File: src/rmcc_pkg.sv
/*
 * Shared constants and carriers for the radio MAC channel configuration block.
 * Assumes a single 50 MHz core clock and an APB master with 32-bit data.
 */
package rmcc_pkg;

	// ----------------------------------------
	// Register map
	// ----------------------------------------
	localparam int         ADDR_W      = 8;
	localparam logic [7:0] OFF_CTRL    = 8'h00;
	localparam logic [7:0] OFF_APPLY   = 8'h04;
	localparam logic [7:0] OFF_NET     = 8'h08;
	localparam logic [7:0] OFF_STATUS  = 8'h0C;
	localparam logic [7:0] OFF_ENMASK  = 8'h10;
	localparam logic [7:0] OFF_AVAIL   = 8'h20;
	localparam logic [7:0] OFF_TXBYTES = 8'h30;
	localparam logic [7:0] OFF_RSSI    = 8'h34;
	localparam logic [7:0] OFF_GOOD    = 8'h38;
	localparam logic [7:0] OFF_ACKTO   = 8'h3C;

	// ----------------------------------------
	// Field positions
	// ----------------------------------------
	localparam int RATE_LSB  = 0;
	localparam int PRE_LSB   = 4;
	localparam int RETRY_LSB = 8;
	localparam int EXTRA_LSB = 12;
	localparam int HOP_LSB   = 8;

	// ----------------------------------------
	// Reset values and limits
	// ----------------------------------------
	localparam logic [1:0]  RST_RATE    = 2'h2;
	localparam logic [1:0]  RST_RATE_JP = 2'h1;
	localparam logic [15:0] RST_NET     = 16'h7FFF;
	localparam logic [15:0] NET_MAX     = 16'h7FFF;
	localparam logic [15:0] NET_FACTORY = 16'hFFFF;
	localparam logic [2:0]  RST_PRE     = 3'h0;
	localparam logic [3:0]  RST_RETRY   = 4'hA;
	localparam logic [2:0]  RST_EXTRA   = 3'h3;
	localparam logic [2:0]  EXTRA_MAX   = 3'h5;
	localparam logic [15:0] CNT16_MAX   = 16'hFFFF;
	localparam logic [1:0]  RATE_SLOW   = 2'h0;
	localparam logic [1:0]  RATE_FAST   = 2'h2;
	localparam logic [3:0]  HOP_LO      = 4'hA;
	localparam logic [3:0]  HOP_HI      = 4'h8;

	// ----------------------------------------
	// Channel set sizes (count of low ones; N_ALT_TOP is the top channel index of the alternating mask)
	// ----------------------------------------
	localparam int CHAN_MAX   = 128;
	localparam int N_US_LO    = 101;
	localparam int N_US_HI    = 50;
	localparam int N_AUS_LO   = 49;
	localparam int N_AUS_HI   = 24;
	localparam int N_NZ_LO    = 41;
	localparam int N_NZ_HI    = 11;
	localparam int N_JP_LO    = 38;
	localparam int N_DEF_ANZ  = 41;
	localparam int N_FIXED    = 50;
	localparam int N_ALT_TOP  = 98;

	typedef enum logic [1:0] {
		RG_US  = 2'b00,
		RG_AUS = 2'b01,
		RG_NZ  = 2'b11,
		RG_JP  = 2'b10
	} rmcc_region_type;

	typedef struct packed {
		logic        psel;
		logic        penable;
		logic        pwrite;
		logic [7:0]  paddr;
		logic [31:0] pwdata;
	} rmcc_apb_req_type;

	typedef struct packed {
		logic [31:0] prdata;
		logic        pready;
		logic        pslverr;
	} rmcc_apb_rsp_type;

	typedef struct packed {
		logic        valid;
		logic [2:0]  preamble;
		logic [15:0] netNum;
		logic        isAck;
		logic [7:0]  rssi;
	} rmcc_rx_type;

	typedef struct packed {
		logic [1:0] rate;
		logic       meshEnable;
		logic       syncSleepEnable;
		logic       spacingWide;
		logic [3:0] hopPatterns;
		logic       ackRequest;
		logic [3:0] retryLimit;
		logic [2:0] bcastSends;
		logic [2:0] preamble;
	} rmcc_cfg_type;

endpackage

File: src/rmcc_top.sv
/*
 * Channel, rate, filter and diagnostic counter logic of a hopping radio MAC.
 * Assumes an APB master on core_clk and MAC datapath events on the same clock.
 */
// The implementer's own choices: the APB slave port and the placing of the registers.
// Notes on behaviour
// RL1: Mask bit zero is lowest frequency channel
// RL2: Spacing 250 kHz rates 0/1, 500 rate 2
// RL3: Rate 2 uses and reports fixed mask
// RL4: Active channel needs enable and available bit
// RL5: Software enables required count, same network-wide
// RL6: Australia/New Zealand enable mask is read-only
// RL7: Mask query returns mask in operation
// RL8: Rate codes 0,1,2; default 2 (the Japan build resets to rate 1)
// RL9: Rate 0 disables mesh and sync sleep
// RL10: Japan refuses rate 2
// RL11: Hop patterns 10 for rates 0/1, 8 otherwise
// RL12: Network up to 0x7FFF; 0xFFFF picks factory
// RL13: Preamble compared first, then network number
// RL14: Nonzero retry limit requests ack, retransmits
// RL15: Broadcasts sent extra count plus one
// RL16: Byte counter counts every sent byte, 32-bit
// RL17: Byte counter loadable with any value
// RL18: Last RSSI held, zero until packet
// RL19: Good frames exclude acks, saturate 0xFFFF
// RL20: Ack timeouts counted, saturate 0xFFFF
// RL21: Frame and timeout counters loadable
// RL22: Counters and RSSI clear at reset
// RL23: Parameter writes wait for apply
// RL24: Counter load beats same-cycle count
`timescale 1ns/1ps
module rmcc_top
	import rmcc_pkg::*;
#(
	parameter rmcc_region_type REGION      = RG_US,
	parameter int              CHAN_W      = 101,
	parameter logic [15:0]     FACTORY_NET = 16'h1234
)
(
	input  wire logic                      core_clk,
	input  wire logic                      rst,
	input  wire logic                      clkEn,
	input  wire rmcc_pkg::rmcc_apb_req_type apbReq,
	output      rmcc_pkg::rmcc_apb_rsp_type apbRsp,
	input  wire logic                      txByteStrobe,
	input  wire logic                      ackTimeout,
	input  wire rmcc_pkg::rmcc_rx_type     rxIn,
	output      logic                      rxAccept,
	output      logic [CHAN_W-1:0]         activeChannels,
	output      rmcc_pkg::rmcc_cfg_type    cfgOut
);
	import rmcc_pkg::*;

	// ----------------------------------------
	// Mask helpers
	// ----------------------------------------
	function automatic logic [CHAN_MAX-1:0] onesMask(input int n);
		logic [CHAN_MAX-1:0] m;
		m = '0;
		for (int i = 0; i < CHAN_MAX; i++)
			m[i] = (i < n);
		return m;
	endfunction

	// Bit 0 is the lowest channel, upward from there
	function automatic logic [CHAN_MAX-1:0] availMask(input logic [1:0] r); // [RL1]
		logic hi;
		hi = (r == RATE_FAST);
		case (REGION)
			RG_AUS:  return onesMask(hi ? N_AUS_HI : N_AUS_LO);
			RG_NZ:   return onesMask(hi ? N_NZ_HI : N_NZ_LO);
			RG_JP:   return onesMask(N_JP_LO);
			default: return onesMask(hi ? N_US_HI : N_US_LO);
		endcase
	endfunction

	function automatic logic [CHAN_MAX-1:0] defaultMask();
		logic [CHAN_MAX-1:0] m;
		m = '0;
		for (int i = 0; i < CHAN_MAX; i++)
			m[i] = (i % 2 == 0) && (i <= N_ALT_TOP);
		case (REGION)
			RG_AUS, RG_NZ: return onesMask(N_DEF_ANZ);
			RG_JP:         return onesMask(N_JP_LO);
			default:       return m;
		endcase
	endfunction

	function automatic logic [15:0] sat16(input logic [15:0] v);
		return (v == CNT16_MAX) ? v : 16'(v + 16'h0001);
	endfunction

	localparam logic [CHAN_MAX-1:0] FIXED_MASK = onesMask(N_FIXED);
	localparam logic [1:0]          RATE_RST   = (REGION == RG_JP) ? RST_RATE_JP : RST_RATE;
	localparam logic                ROM_REGION = (REGION == RG_AUS) || (REGION == RG_NZ);

	// ----------------------------------------
	// Bus decode
	// ----------------------------------------
	logic                ready_q;
	wire logic           access   = apbReq.psel && apbReq.penable && clkEn;
	wire logic           wrDone   = access && ready_q && apbReq.pwrite;
	wire logic [7:0]     addr     = apbReq.paddr;
	wire logic [31:0]    wd       = apbReq.pwdata;
	wire logic           aligned  = (addr[1:0] == 2'b00);
	wire logic           hitCtrl  = (addr == OFF_CTRL);
	wire logic           hitApply = (addr == OFF_APPLY);
	wire logic           hitNet   = (addr == OFF_NET);
	wire logic           hitStat  = (addr == OFF_STATUS);
	wire logic           hitEn    = aligned && (addr[7:4] == OFF_ENMASK[7:4]);
	wire logic           hitAvail = aligned && (addr[7:4] == OFF_AVAIL[7:4]);
	wire logic           hitBytes = (addr == OFF_TXBYTES);
	wire logic           hitRssi  = (addr == OFF_RSSI);
	wire logic           hitGood  = (addr == OFF_GOOD);
	wire logic           hitAckTo = (addr == OFF_ACKTO);
	wire logic           mapped   = hitCtrl || hitApply || hitNet || hitStat || hitEn
		|| hitAvail || hitBytes || hitRssi || hitGood || hitAckTo;
	wire logic [6:0]     wordSel  = {addr[3:2], 5'b0_0000};

	// ----------------------------------------
	// Pending and applied parameters
	// ----------------------------------------
	logic [1:0]          ratePend_q,  rateAct_q;
	logic [2:0]          prePend_q,   preAct_q;
	logic [3:0]          retryPend_q, retryAct_q;
	logic [2:0]          extraPend_q, extraAct_q;
	logic [15:0]         netPend_q,   netAct_q;
	logic [CHAN_MAX-1:0] enPend_q,    enAct_q;
	logic [CHAN_MAX-1:0] enPend_d;

	wire logic [1:0]  wRate    = wd[RATE_LSB +: 2];
	wire logic [2:0]  wExtra   = wd[EXTRA_LSB +: 3];
	wire logic        rateOk   = (wRate <= RATE_FAST) // [RL8]
		&& !((REGION == RG_JP) && (wRate == RATE_FAST)); // [RL10]
	wire logic        extraOk  = (wExtra <= EXTRA_MAX);
	wire logic        netOk    = (wd[15:0] <= NET_MAX) || (wd[15:0] == NET_FACTORY); // [RL12]
	wire logic        doApply  = wrDone && hitApply;

	always_comb
	begin
		enPend_d = enPend_q;
		if (wrDone && hitEn && !ROM_REGION) // [RL6]
			enPend_d[wordSel +: 32] = wd;
	end

	always_ff @(posedge core_clk)
	begin
		if (rst)
		begin
			ratePend_q  <= RATE_RST;
			prePend_q   <= RST_PRE;
			retryPend_q <= RST_RETRY;
			extraPend_q <= RST_EXTRA;
			netPend_q   <= RST_NET;
			enPend_q    <= defaultMask();
		end
		else if (clkEn)
		begin
			enPend_q <= enPend_d;
			if (wrDone && hitCtrl)
			begin
				if (rateOk)
					ratePend_q <= wRate;
				if (extraOk)
					extraPend_q <= wExtra;
				prePend_q   <= wd[PRE_LSB +: 3];
				retryPend_q <= wd[RETRY_LSB +: 4];
			end
			if (wrDone && hitNet && netOk)
				netPend_q <= wd[15:0];
		end
	end

	// Nothing reaches the radio until software applies it
	always_ff @(posedge core_clk)
	begin
		if (rst)
		begin
			rateAct_q  <= RATE_RST;
			preAct_q   <= RST_PRE;
			retryAct_q <= RST_RETRY;
			extraAct_q <= RST_EXTRA;
			netAct_q   <= RST_NET;
			enAct_q    <= defaultMask();
		end
		else if (clkEn && doApply) // [RL23]
		begin
			rateAct_q  <= ratePend_q;
			preAct_q   <= prePend_q;
			retryAct_q <= retryPend_q;
			extraAct_q <= extraPend_q;
			netAct_q   <= netPend_q;
			enAct_q    <= enPend_q;
		end
	end

	// ----------------------------------------
	// Operating channel set
	// ----------------------------------------
	wire logic [CHAN_MAX-1:0] availNow = availMask(rateAct_q);
	wire logic [CHAN_MAX-1:0] userMask = ROM_REGION ? defaultMask() : enAct_q; // [RL6]
	wire logic [CHAN_MAX-1:0] opMask   =
		(rateAct_q == RATE_FAST) ? FIXED_MASK : userMask; // [RL3] [RL7]
	wire logic [CHAN_MAX-1:0] activeD  = opMask & availNow; // [RL4]
	wire logic                rateSlow = (rateAct_q == RATE_SLOW);

	rmcc_cfg_type cfgD;
	always_comb
	begin
		cfgD                 = '0;
		cfgD.rate            = rateAct_q;
		cfgD.meshEnable      = !rateSlow; // [RL9]
		cfgD.syncSleepEnable = !rateSlow; // [RL9]
		cfgD.spacingWide     = (rateAct_q == RATE_FAST); // [RL2]
		cfgD.hopPatterns     = (rateAct_q == RATE_FAST) ? HOP_HI : HOP_LO; // [RL11]
		cfgD.ackRequest      = (retryAct_q != 4'h0); // [RL14]
		cfgD.retryLimit      = retryAct_q; // [RL14]
		cfgD.bcastSends      = 3'(extraAct_q + 3'h1); // [RL15]
		cfgD.preamble        = preAct_q;
	end

	always_ff @(posedge core_clk)
	begin
		if (rst)
		begin
			cfgOut         <= '0;
			activeChannels <= '0;
		end
		else if (clkEn)
		begin
			cfgOut         <= cfgD;
			activeChannels <= activeD[CHAN_W-1:0];
		end
	end

	// ----------------------------------------
	// Receive filter, preamble before network
	// ----------------------------------------
	logic        stgValid_q;
	logic        stgPreOk_q;
	logic [15:0] stgNet_q;
	logic        stgAck_q;
	logic [7:0]  stgRssi_q;
	wire logic [15:0] netEff = (netAct_q == NET_FACTORY) ? FACTORY_NET : netAct_q; // [RL12]
	wire logic        accD   = stgValid_q && stgPreOk_q && (stgNet_q == netEff); // [RL13]
	wire logic        goodEv = accD && !stgAck_q;

	always_ff @(posedge core_clk)
	begin
		if (rst)
		begin
			stgValid_q <= 1'b0;
			stgPreOk_q <= 1'b0;
			stgNet_q   <= 16'h0000;
			stgAck_q   <= 1'b0;
			stgRssi_q  <= 8'h00;
			rxAccept   <= 1'b0;
		end
		else if (clkEn)
		begin
			stgValid_q <= rxIn.valid;
			stgPreOk_q <= (rxIn.preamble == preAct_q); // [RL13]
			stgNet_q   <= rxIn.netNum;
			stgAck_q   <= rxIn.isAck;
			stgRssi_q  <= rxIn.rssi;
			rxAccept   <= accD;
		end
	end

	// ----------------------------------------
	// Diagnostic counters
	// ----------------------------------------
	logic [31:0] txBytes_q;
	logic [7:0]  rssi_q;
	logic [15:0] good_q;
	logic [15:0] ackTo_q;

	// Load first, so a count in the same cycle is dropped
	always_ff @(posedge core_clk)
	begin
		if (rst)
		begin
			txBytes_q <= 32'h0000_0000; // [RL22]
			rssi_q    <= 8'h00; // [RL18]
			good_q    <= 16'h0000;
			ackTo_q   <= 16'h0000;
		end
		else if (clkEn)
		begin
			if (wrDone && hitBytes)
				txBytes_q <= wd; // [RL17] [RL24]
			else if (txByteStrobe)
				txBytes_q <= 32'(txBytes_q + 32'h0000_0001); // [RL16]
			if (goodEv)
				rssi_q <= stgRssi_q; // [RL18]
			if (wrDone && hitGood)
				good_q <= wd[15:0]; // [RL21] [RL24]
			else if (goodEv)
				good_q <= sat16(good_q); // [RL19]
			if (wrDone && hitAckTo)
				ackTo_q <= wd[15:0]; // [RL21] [RL24]
			else if (ackTimeout)
				ackTo_q <= sat16(ackTo_q); // [RL20]
		end
	end

	// ----------------------------------------
	// Read mux and bus answer
	// ----------------------------------------
	// One wait state: data is registered in the first access cycle
	wire logic [31:0] rdCtrl = {17'h0_0000, extraPend_q, retryPend_q, 1'b0,
		prePend_q, 2'b00, ratePend_q};
	wire logic [31:0] rdStat = {20'h0_0000, cfgD.hopPatterns, 1'b0, cfgD.spacingWide,
		cfgD.syncSleepEnable, cfgD.meshEnable, 2'b00, rateAct_q};
	wire logic [31:0] rdData =
		hitCtrl  ? rdCtrl :
		hitNet   ? {16'h0000, netPend_q} :
		hitStat  ? rdStat :
		hitEn    ? opMask[wordSel +: 32] :
		hitAvail ? availNow[wordSel +: 32] :
		hitBytes ? txBytes_q :
		hitRssi  ? {24'h00_0000, rssi_q} :
		hitGood  ? {16'h0000, good_q} :
		hitAckTo ? {16'h0000, ackTo_q} : 32'h0000_0000;

	always_ff @(posedge core_clk)
	begin
		if (rst)
		begin
			ready_q <= 1'b0;
			apbRsp  <= '0;
		end
		else if (clkEn)
		begin
			ready_q        <= access && !ready_q;
			apbRsp.pready  <= access && !ready_q;
			apbRsp.prdata  <= (access && !ready_q) ? rdData : 32'h0000_0000;
			apbRsp.pslverr <= access && !ready_q && !mapped;
		end
	end
endmodule

File: config.mk
export PLATFORM = sky130hd
export DESIGN_NAME = rmcc_top
export DESIGN_NICKNAME = d
export VERILOG_FILES = /design/src/rmcc_pkg.sv /design/src/rmcc_top.sv
export SDC_FILE = /design/constraint.sdc
export NUM_CORES = 1
export LEC_CHECK = 0
export BUFFER_PORTS_ARGS = -buffer_cell sky130_fd_sc_hd__buf_4
export CORE_MARGIN = 2
export CORE_UTILIZATION = 23
export DETAILED_ROUTE_END_ITERATION = 8
export GPL_ROUTABILITY_DRIVEN = 0
export GPL_TIMING_DRIVEN = 0
export PLACE_DENSITY_LB_ADDON = 0.15
export SETUP_SLACK_MARGIN = 0.3
export SLEW_MARGIN = 20
export SYNTH_ARGS = -nofsm -noshare
export SYNTH_HDL_FRONTEND = slang
export SYNTH_SLANG_ARGS = --single-unit
File: constraint.sdc
create_clock -name core_clk -period 6.9 [get_ports core_clk]
set_clock_uncertainty 0.2 [all_clocks]
set_input_delay 1.38 -clock core_clk [delete_from_list [all_inputs] [get_ports core_clk]]
set_output_delay 1.38 -clock core_clk [all_outputs]
set_load 0.005 [all_outputs]
After elaboration in Yosys (flattened, before gate mapping)
Index checks and enable logic that the tools add are counted.
{ "totals": {"regBits": 566, "inputBits": 77, "out_inout_bits": 156, "word_cells": 266} }
{ "classes": {"n_addsub": 5, "n_lt_le_gt_ge": 131, "n_eq_ne": 18, "shift": 4, "n_mux": 23, "n_bitwise": 1, "reduce_logical": 50} }
{ "ops": {"columns": ["cell", "count"], "rows": [
  ["7-bit less-than comparator (first input constant)", 64],
  ["32-bit two-way mux", 9],
  ["128-bit by 8-bit variable part select with 32-bit output", 2],
  ["6-bit by 7-bit less-than comparator with 1-bit output (first input constant)", 32],
  ["16-bit two-way mux", 10],
  ["128-bit bitwise mux", 1],
  ["128-bit two-way mux", 1],
  ["32-bit by 9-bit variable shift with 128-bit output (first input constant)", 1],
  ["32-bit by 9-bit variable part select with 128-bit output", 1],
  ["5-bit by 7-bit less-than comparator with 1-bit output (first input constant)", 16],
  ["101-bit AND", 1],
  ["16-bit == test (second input constant)", 4],
  ["4-bit by 7-bit less-than comparator with 1-bit output (first input constant)", 8],
  ["16-bit by 1-bit adder with 16-bit output (second input constant)", 2],
  ["32-bit by 1-bit adder with 32-bit output (second input constant)", 1],
  ["8-bit by 6-bit == test with 1-bit output (second input constant)", 4],
  ["3-bit by 7-bit less-than comparator with 1-bit output (first input constant)", 4],
  ["1-bit logical AND", 20],
  ["16-bit == test", 1],
  ["8-bit by 4-bit == test with 1-bit output (second input constant)", 2],
  ["16-bit by 15-bit less-or-equal comparator with 1-bit output (second input constant)", 1],
  ["1-bit by 7-bit less-than comparator with 1-bit output (first input constant)", 2],
  ["2-bit by 7-bit less-than comparator with 1-bit output (first input constant)", 2],
  ["3-bit AND reduction", 4],
  ["other kinds (19)", 39]
]} }

Logic depth before layout (Yosys ltp)
{ "logic_depth": {"depth_word": 12, "ltp_mapped": 12, "ltp_nobuf": 9} }

Worst setup path after synthesis
Ideal clock, no wire load.
{ "synth_path": {"kind": "input to register", "startpoint": "input apbReq[34] (netlist name)", "endpoint": "register apbRsp[9] (netlist name)", "setup_ns": 0.132, "arrival_time_ns": 4.093, "required_time_ns": 6.568, "setup_slack_ns": 2.475, "cell_stages": 12, "n_path_buf": 3, "cell_sequence": "clkbuf_1 > inv_1 > ha_1 > or3b_2 > clkbuf_1 > nor2_1 > clkbuf_1 > mux2_2 > a221oi_1 > nor2_1 > o2111ai_1 > a21oi_1"} }
{ "synth_via": {"elab_chain_cells": 11, "elab_cells_between_ends": 19, "cone_classes": "eq/ne (6); shift (2); mux (10); reduce/logical (1)"} }
{ "synth_rtl": {"columns": ["element", "line", "source"], "rows": [
  ["start: declaration", "rmcc_top.sv:43", "input wire rmcc_pkg::rmcc_apb_req_type apbReq,"],
  ["parallel branches: the longest is 9 deep, another holds 128-bit by 8-bit variable part select with 32-bit output", null, null],
  ["32-bit two-way mux (*)", "rmcc_top.sv:316", "hitCtrl ? rdCtrl :"],
  ["32-bit two-way mux (*)", "rmcc_top.sv:337", "apbRsp.prdata <= (access && !ready_q) ? rdData : 32'h0000_0000;"],
  ["end: declaration", "rmcc_top.sv:44", "output rmcc_pkg::rmcc_apb_rsp_type apbRsp,"]
]} }
Every way passes the cells marked *.
A chain may end at the register's enable or synchronous reset.

Worst setup path after layout
{ "layout_path": {"startpoint": "input apbReq[34] (netlist name)", "endpoint": "register apbRsp[6] (netlist name)"} }
The elaborated chain is that of the path after synthesis.

==> reports/qor.csv <==
metric,value,unit
CP Launch Type,input port,
relative slew slack,18.0,%
Leak Pwr,0.0111,uW
endpoints failing hold,0,
CP max stage cell,ha_1,
Tot GR Track Use,21.8,%
CP bufs+invs,4,
Pwr per Cell Area,248,mW/mm^2
setup bufs post-CTS,0,
CTS Buf Count,70,
post-DR wirelength/cell,25.6,um
initial antenna violation count,14,
main combinational cell family by area after synthesis,simple AND/OR/NAND/NOR gates,
Row Count,119,
hold path startpoint,enPend_q[125],
Main synth FF type,dfxtp_1,
register area share after synthesis,46.3,%
Critical path origin,apbReq[34],
post-synthesis mux area share,5.48,%
Starting DRT DRC Count,2189,
final instance area,0.0300,mm^2
hold_ws,0.241,ns
Syn Area/Cell,8.11,um^2
Synth Area in Compound Gates,18.9,%
RR Startpoint,rateAct_q[1],
Port Buffers,214,
Root Driver,clkbuf_16,
setup ws final,1.33,ns
final wirelength,121000,um
Yosys top cell area share,46.3,%
Die Span Y,329,um
Die Wd,329,um
outcome,completed,
CTS tree,done,
Max Slew Vio Count,0,
Post-synth EDFFs,0,
Top Layer Used,met5,
Area contributors post-synth,"dfxtp_1 46%, nand2_1 8.5%, a21oi_1 6.0%",
synth cell count leaders,"564 x dfxtp_1, 549 x nand2_1, 325 x nor2_1, 292 x a21oi_1, 224 x clkbuf_1",
Area Growth Syn to Fin,22.9,%
number of global-route vias before repair,22560,
Netlist Area Pre-Place,0.0244,mm^2
most frequent cell after synthesis,dfxtp_1,
Crit path largest cell delay,0.52,ns
crit path time final,5.57,ns
share of layout cells above drive strength 1,11.1,%
Met3 Wirelength,8590,um
Layout Nets,3378,
worst-margin pin slew,1.23,ns
Clock Latency Late Sink,0.64,ns
CP Data Arrival Time,5.87,ns
DP Area,0.0278,mm^2
setup TNS,0,ns
H-tree depth,3,
post-synthesis xor/xnor area fraction,0.539,%
crit path max fanout,8,
WP data required,7.19,ns
simple-gate share of the synthesized area,23.7,%
Final Cycle Share,80.8,%
synth unique cells,77,
"delay-heaviest family, CP",compound AO/OA/AOI/OAI gates,
Routed Antenna Nets,0,
Worst setup EP type,register,
Total Power,7410,uW
post-synthesis async set-or-reset flop share,0,%
total die area,0.109,mm^2
RSZ-0062 raised after global routing,no,
Clock transition at path regs,0.06,ns
peak supply drop,0.000150,V
Max Buffers Root-to-Sink,3,
placed wire-length estimate,90700,um
largest net degree at the start of global routing,12,
Via-to-Cell Ratio,5.01,
maximum clock rate,0.179,GHz
Initial DRT Pass Iterations,7,
fill cell count,11587,
first-pass GRT wire length,170000,um
total grt overflow,0,
Synth area leader,dfxtp_1,
CORE AREA,0.105,mm^2
CP cell instances,"buf_4, clkbuf_1, inv_1, ha_1, or3b_2, clkbuf_1, nor2_1, mux2_2, a221oi_1, o21ai_0, a221oi_1, o31ai_1",
clock sinks,564,
Hold/Removal Path Class,reg -> reg,
post-synthesis cell count,3006,
Initial Util,23.2,%
YS warnings,0,
Synth Area in Adders,0.411,%
final setup violation count,0,
met2 WL,55200,um
via count,23750,
"worst slack, placed",0.828,ns
total of cells resized after clock tree synthesis,0,
io pins,233,
critical path class,in -> reg,
cts hold-fix bufs,0,
met1 WL,54600,um
Seq cells post-synth,564,
DRC viols,0,
Max-Cap Viols,0,
[through the flow]
stage               util (%)  instances
floorplan                  -       3007
global placement        26.4       4612
detailed placement      26.4       4612
CTS                     28.5       4733
global route            28.5       4734
finish                  28.5       4737
[layer usage]
metal	vias up	global-route usage (%)
li1	11170	-
met1	11616	29.7
met2	807	35.0
met3	149	4.40
met4	8	5.54
met5	-	0
[state kept, by name (all words and copies together) (netlist names), 4 cells and up]
name            count
cfgOut             17
enPend_q          128
retryPend_q         4
stgRssi_q           8
txBytes_q          32
retryAct_q          4
netAct_q           16
netPend_q          16
rssi_q              8
good_q             16
stgNet_q           16
activeChannels    101
ackTo_q            16
apbRsp             33
enAct_q           128
[placed cells by master, fill, tap and decap left out, types with 70 or more instances in the layout]
cell type	count
nor2_1	325
nand2_1	549
nand3_1	126
buf_4	219
o21ai_0	121
clkbuf_16	70
dfxtp_1	564
nand3b_1	76
a211oi_1	81
a21oi_1	292
mux2i_1	123
clkbuf_1	229
[worst min-delay path, delay by kind of cell (launching register included)]
family | cells | cell delay, ns
DFF | 1 | 0.31
AOI/OAI and AO/OA | 1 | 0.05
and+or+nand+nor | 1 | 0.05
[where the power goes]
group          leakage (uW)  internal [uW]  switching (uW)
Sequential          0.00458           3300            30.2
Combinational       0.00544            145             337
Clock               0.00107           2060            1550
[layout make-up]
cell class / instances / area [um^2] / share of cell area [%]
Multi-Input combinational cell: 2155 / 12000 / 39.9
Sequential cell: 564 / 11300 / 37.7
Clock buffer: 103 / 2000 / 6.66
Tap cell: 1391 / 1740 / 5.81
Timing Repair Buffer: 214 / 1610 / 5.36
Buffer: 259 / 1050 / 3.51
Clock inverter: 18 / 189 / 0.631
Inverter: 29 / 109 / 0.363
Antenna cell: 4 / 10.0 / 0.0334
[logic make-up after synthesis]
| group | count (synthesis) |
|---|---|
| mux | 132 |
| other cells | 1 |
| flops | 564 |
| compound gates | 726 |
| simple gates | 1272 |
| xor+xnor | 15 |
| fa+ha+maj | 8 |
| buf+inv | 288 |
[final timing paths]
kind | slack (ns) | cells past startpoint | endpoint
worst max-delay path | 1.33 | 12 | apbRsp[6]
worst max register to register | 2.72 | 8 | apbRsp[24]
worst min-delay path | 0.24 | 2 | enAct_q[125]
worst min register to register | 0.24 | 2 | enAct_q[125]
No activity file was read; power rests on OpenSTA's default activity.
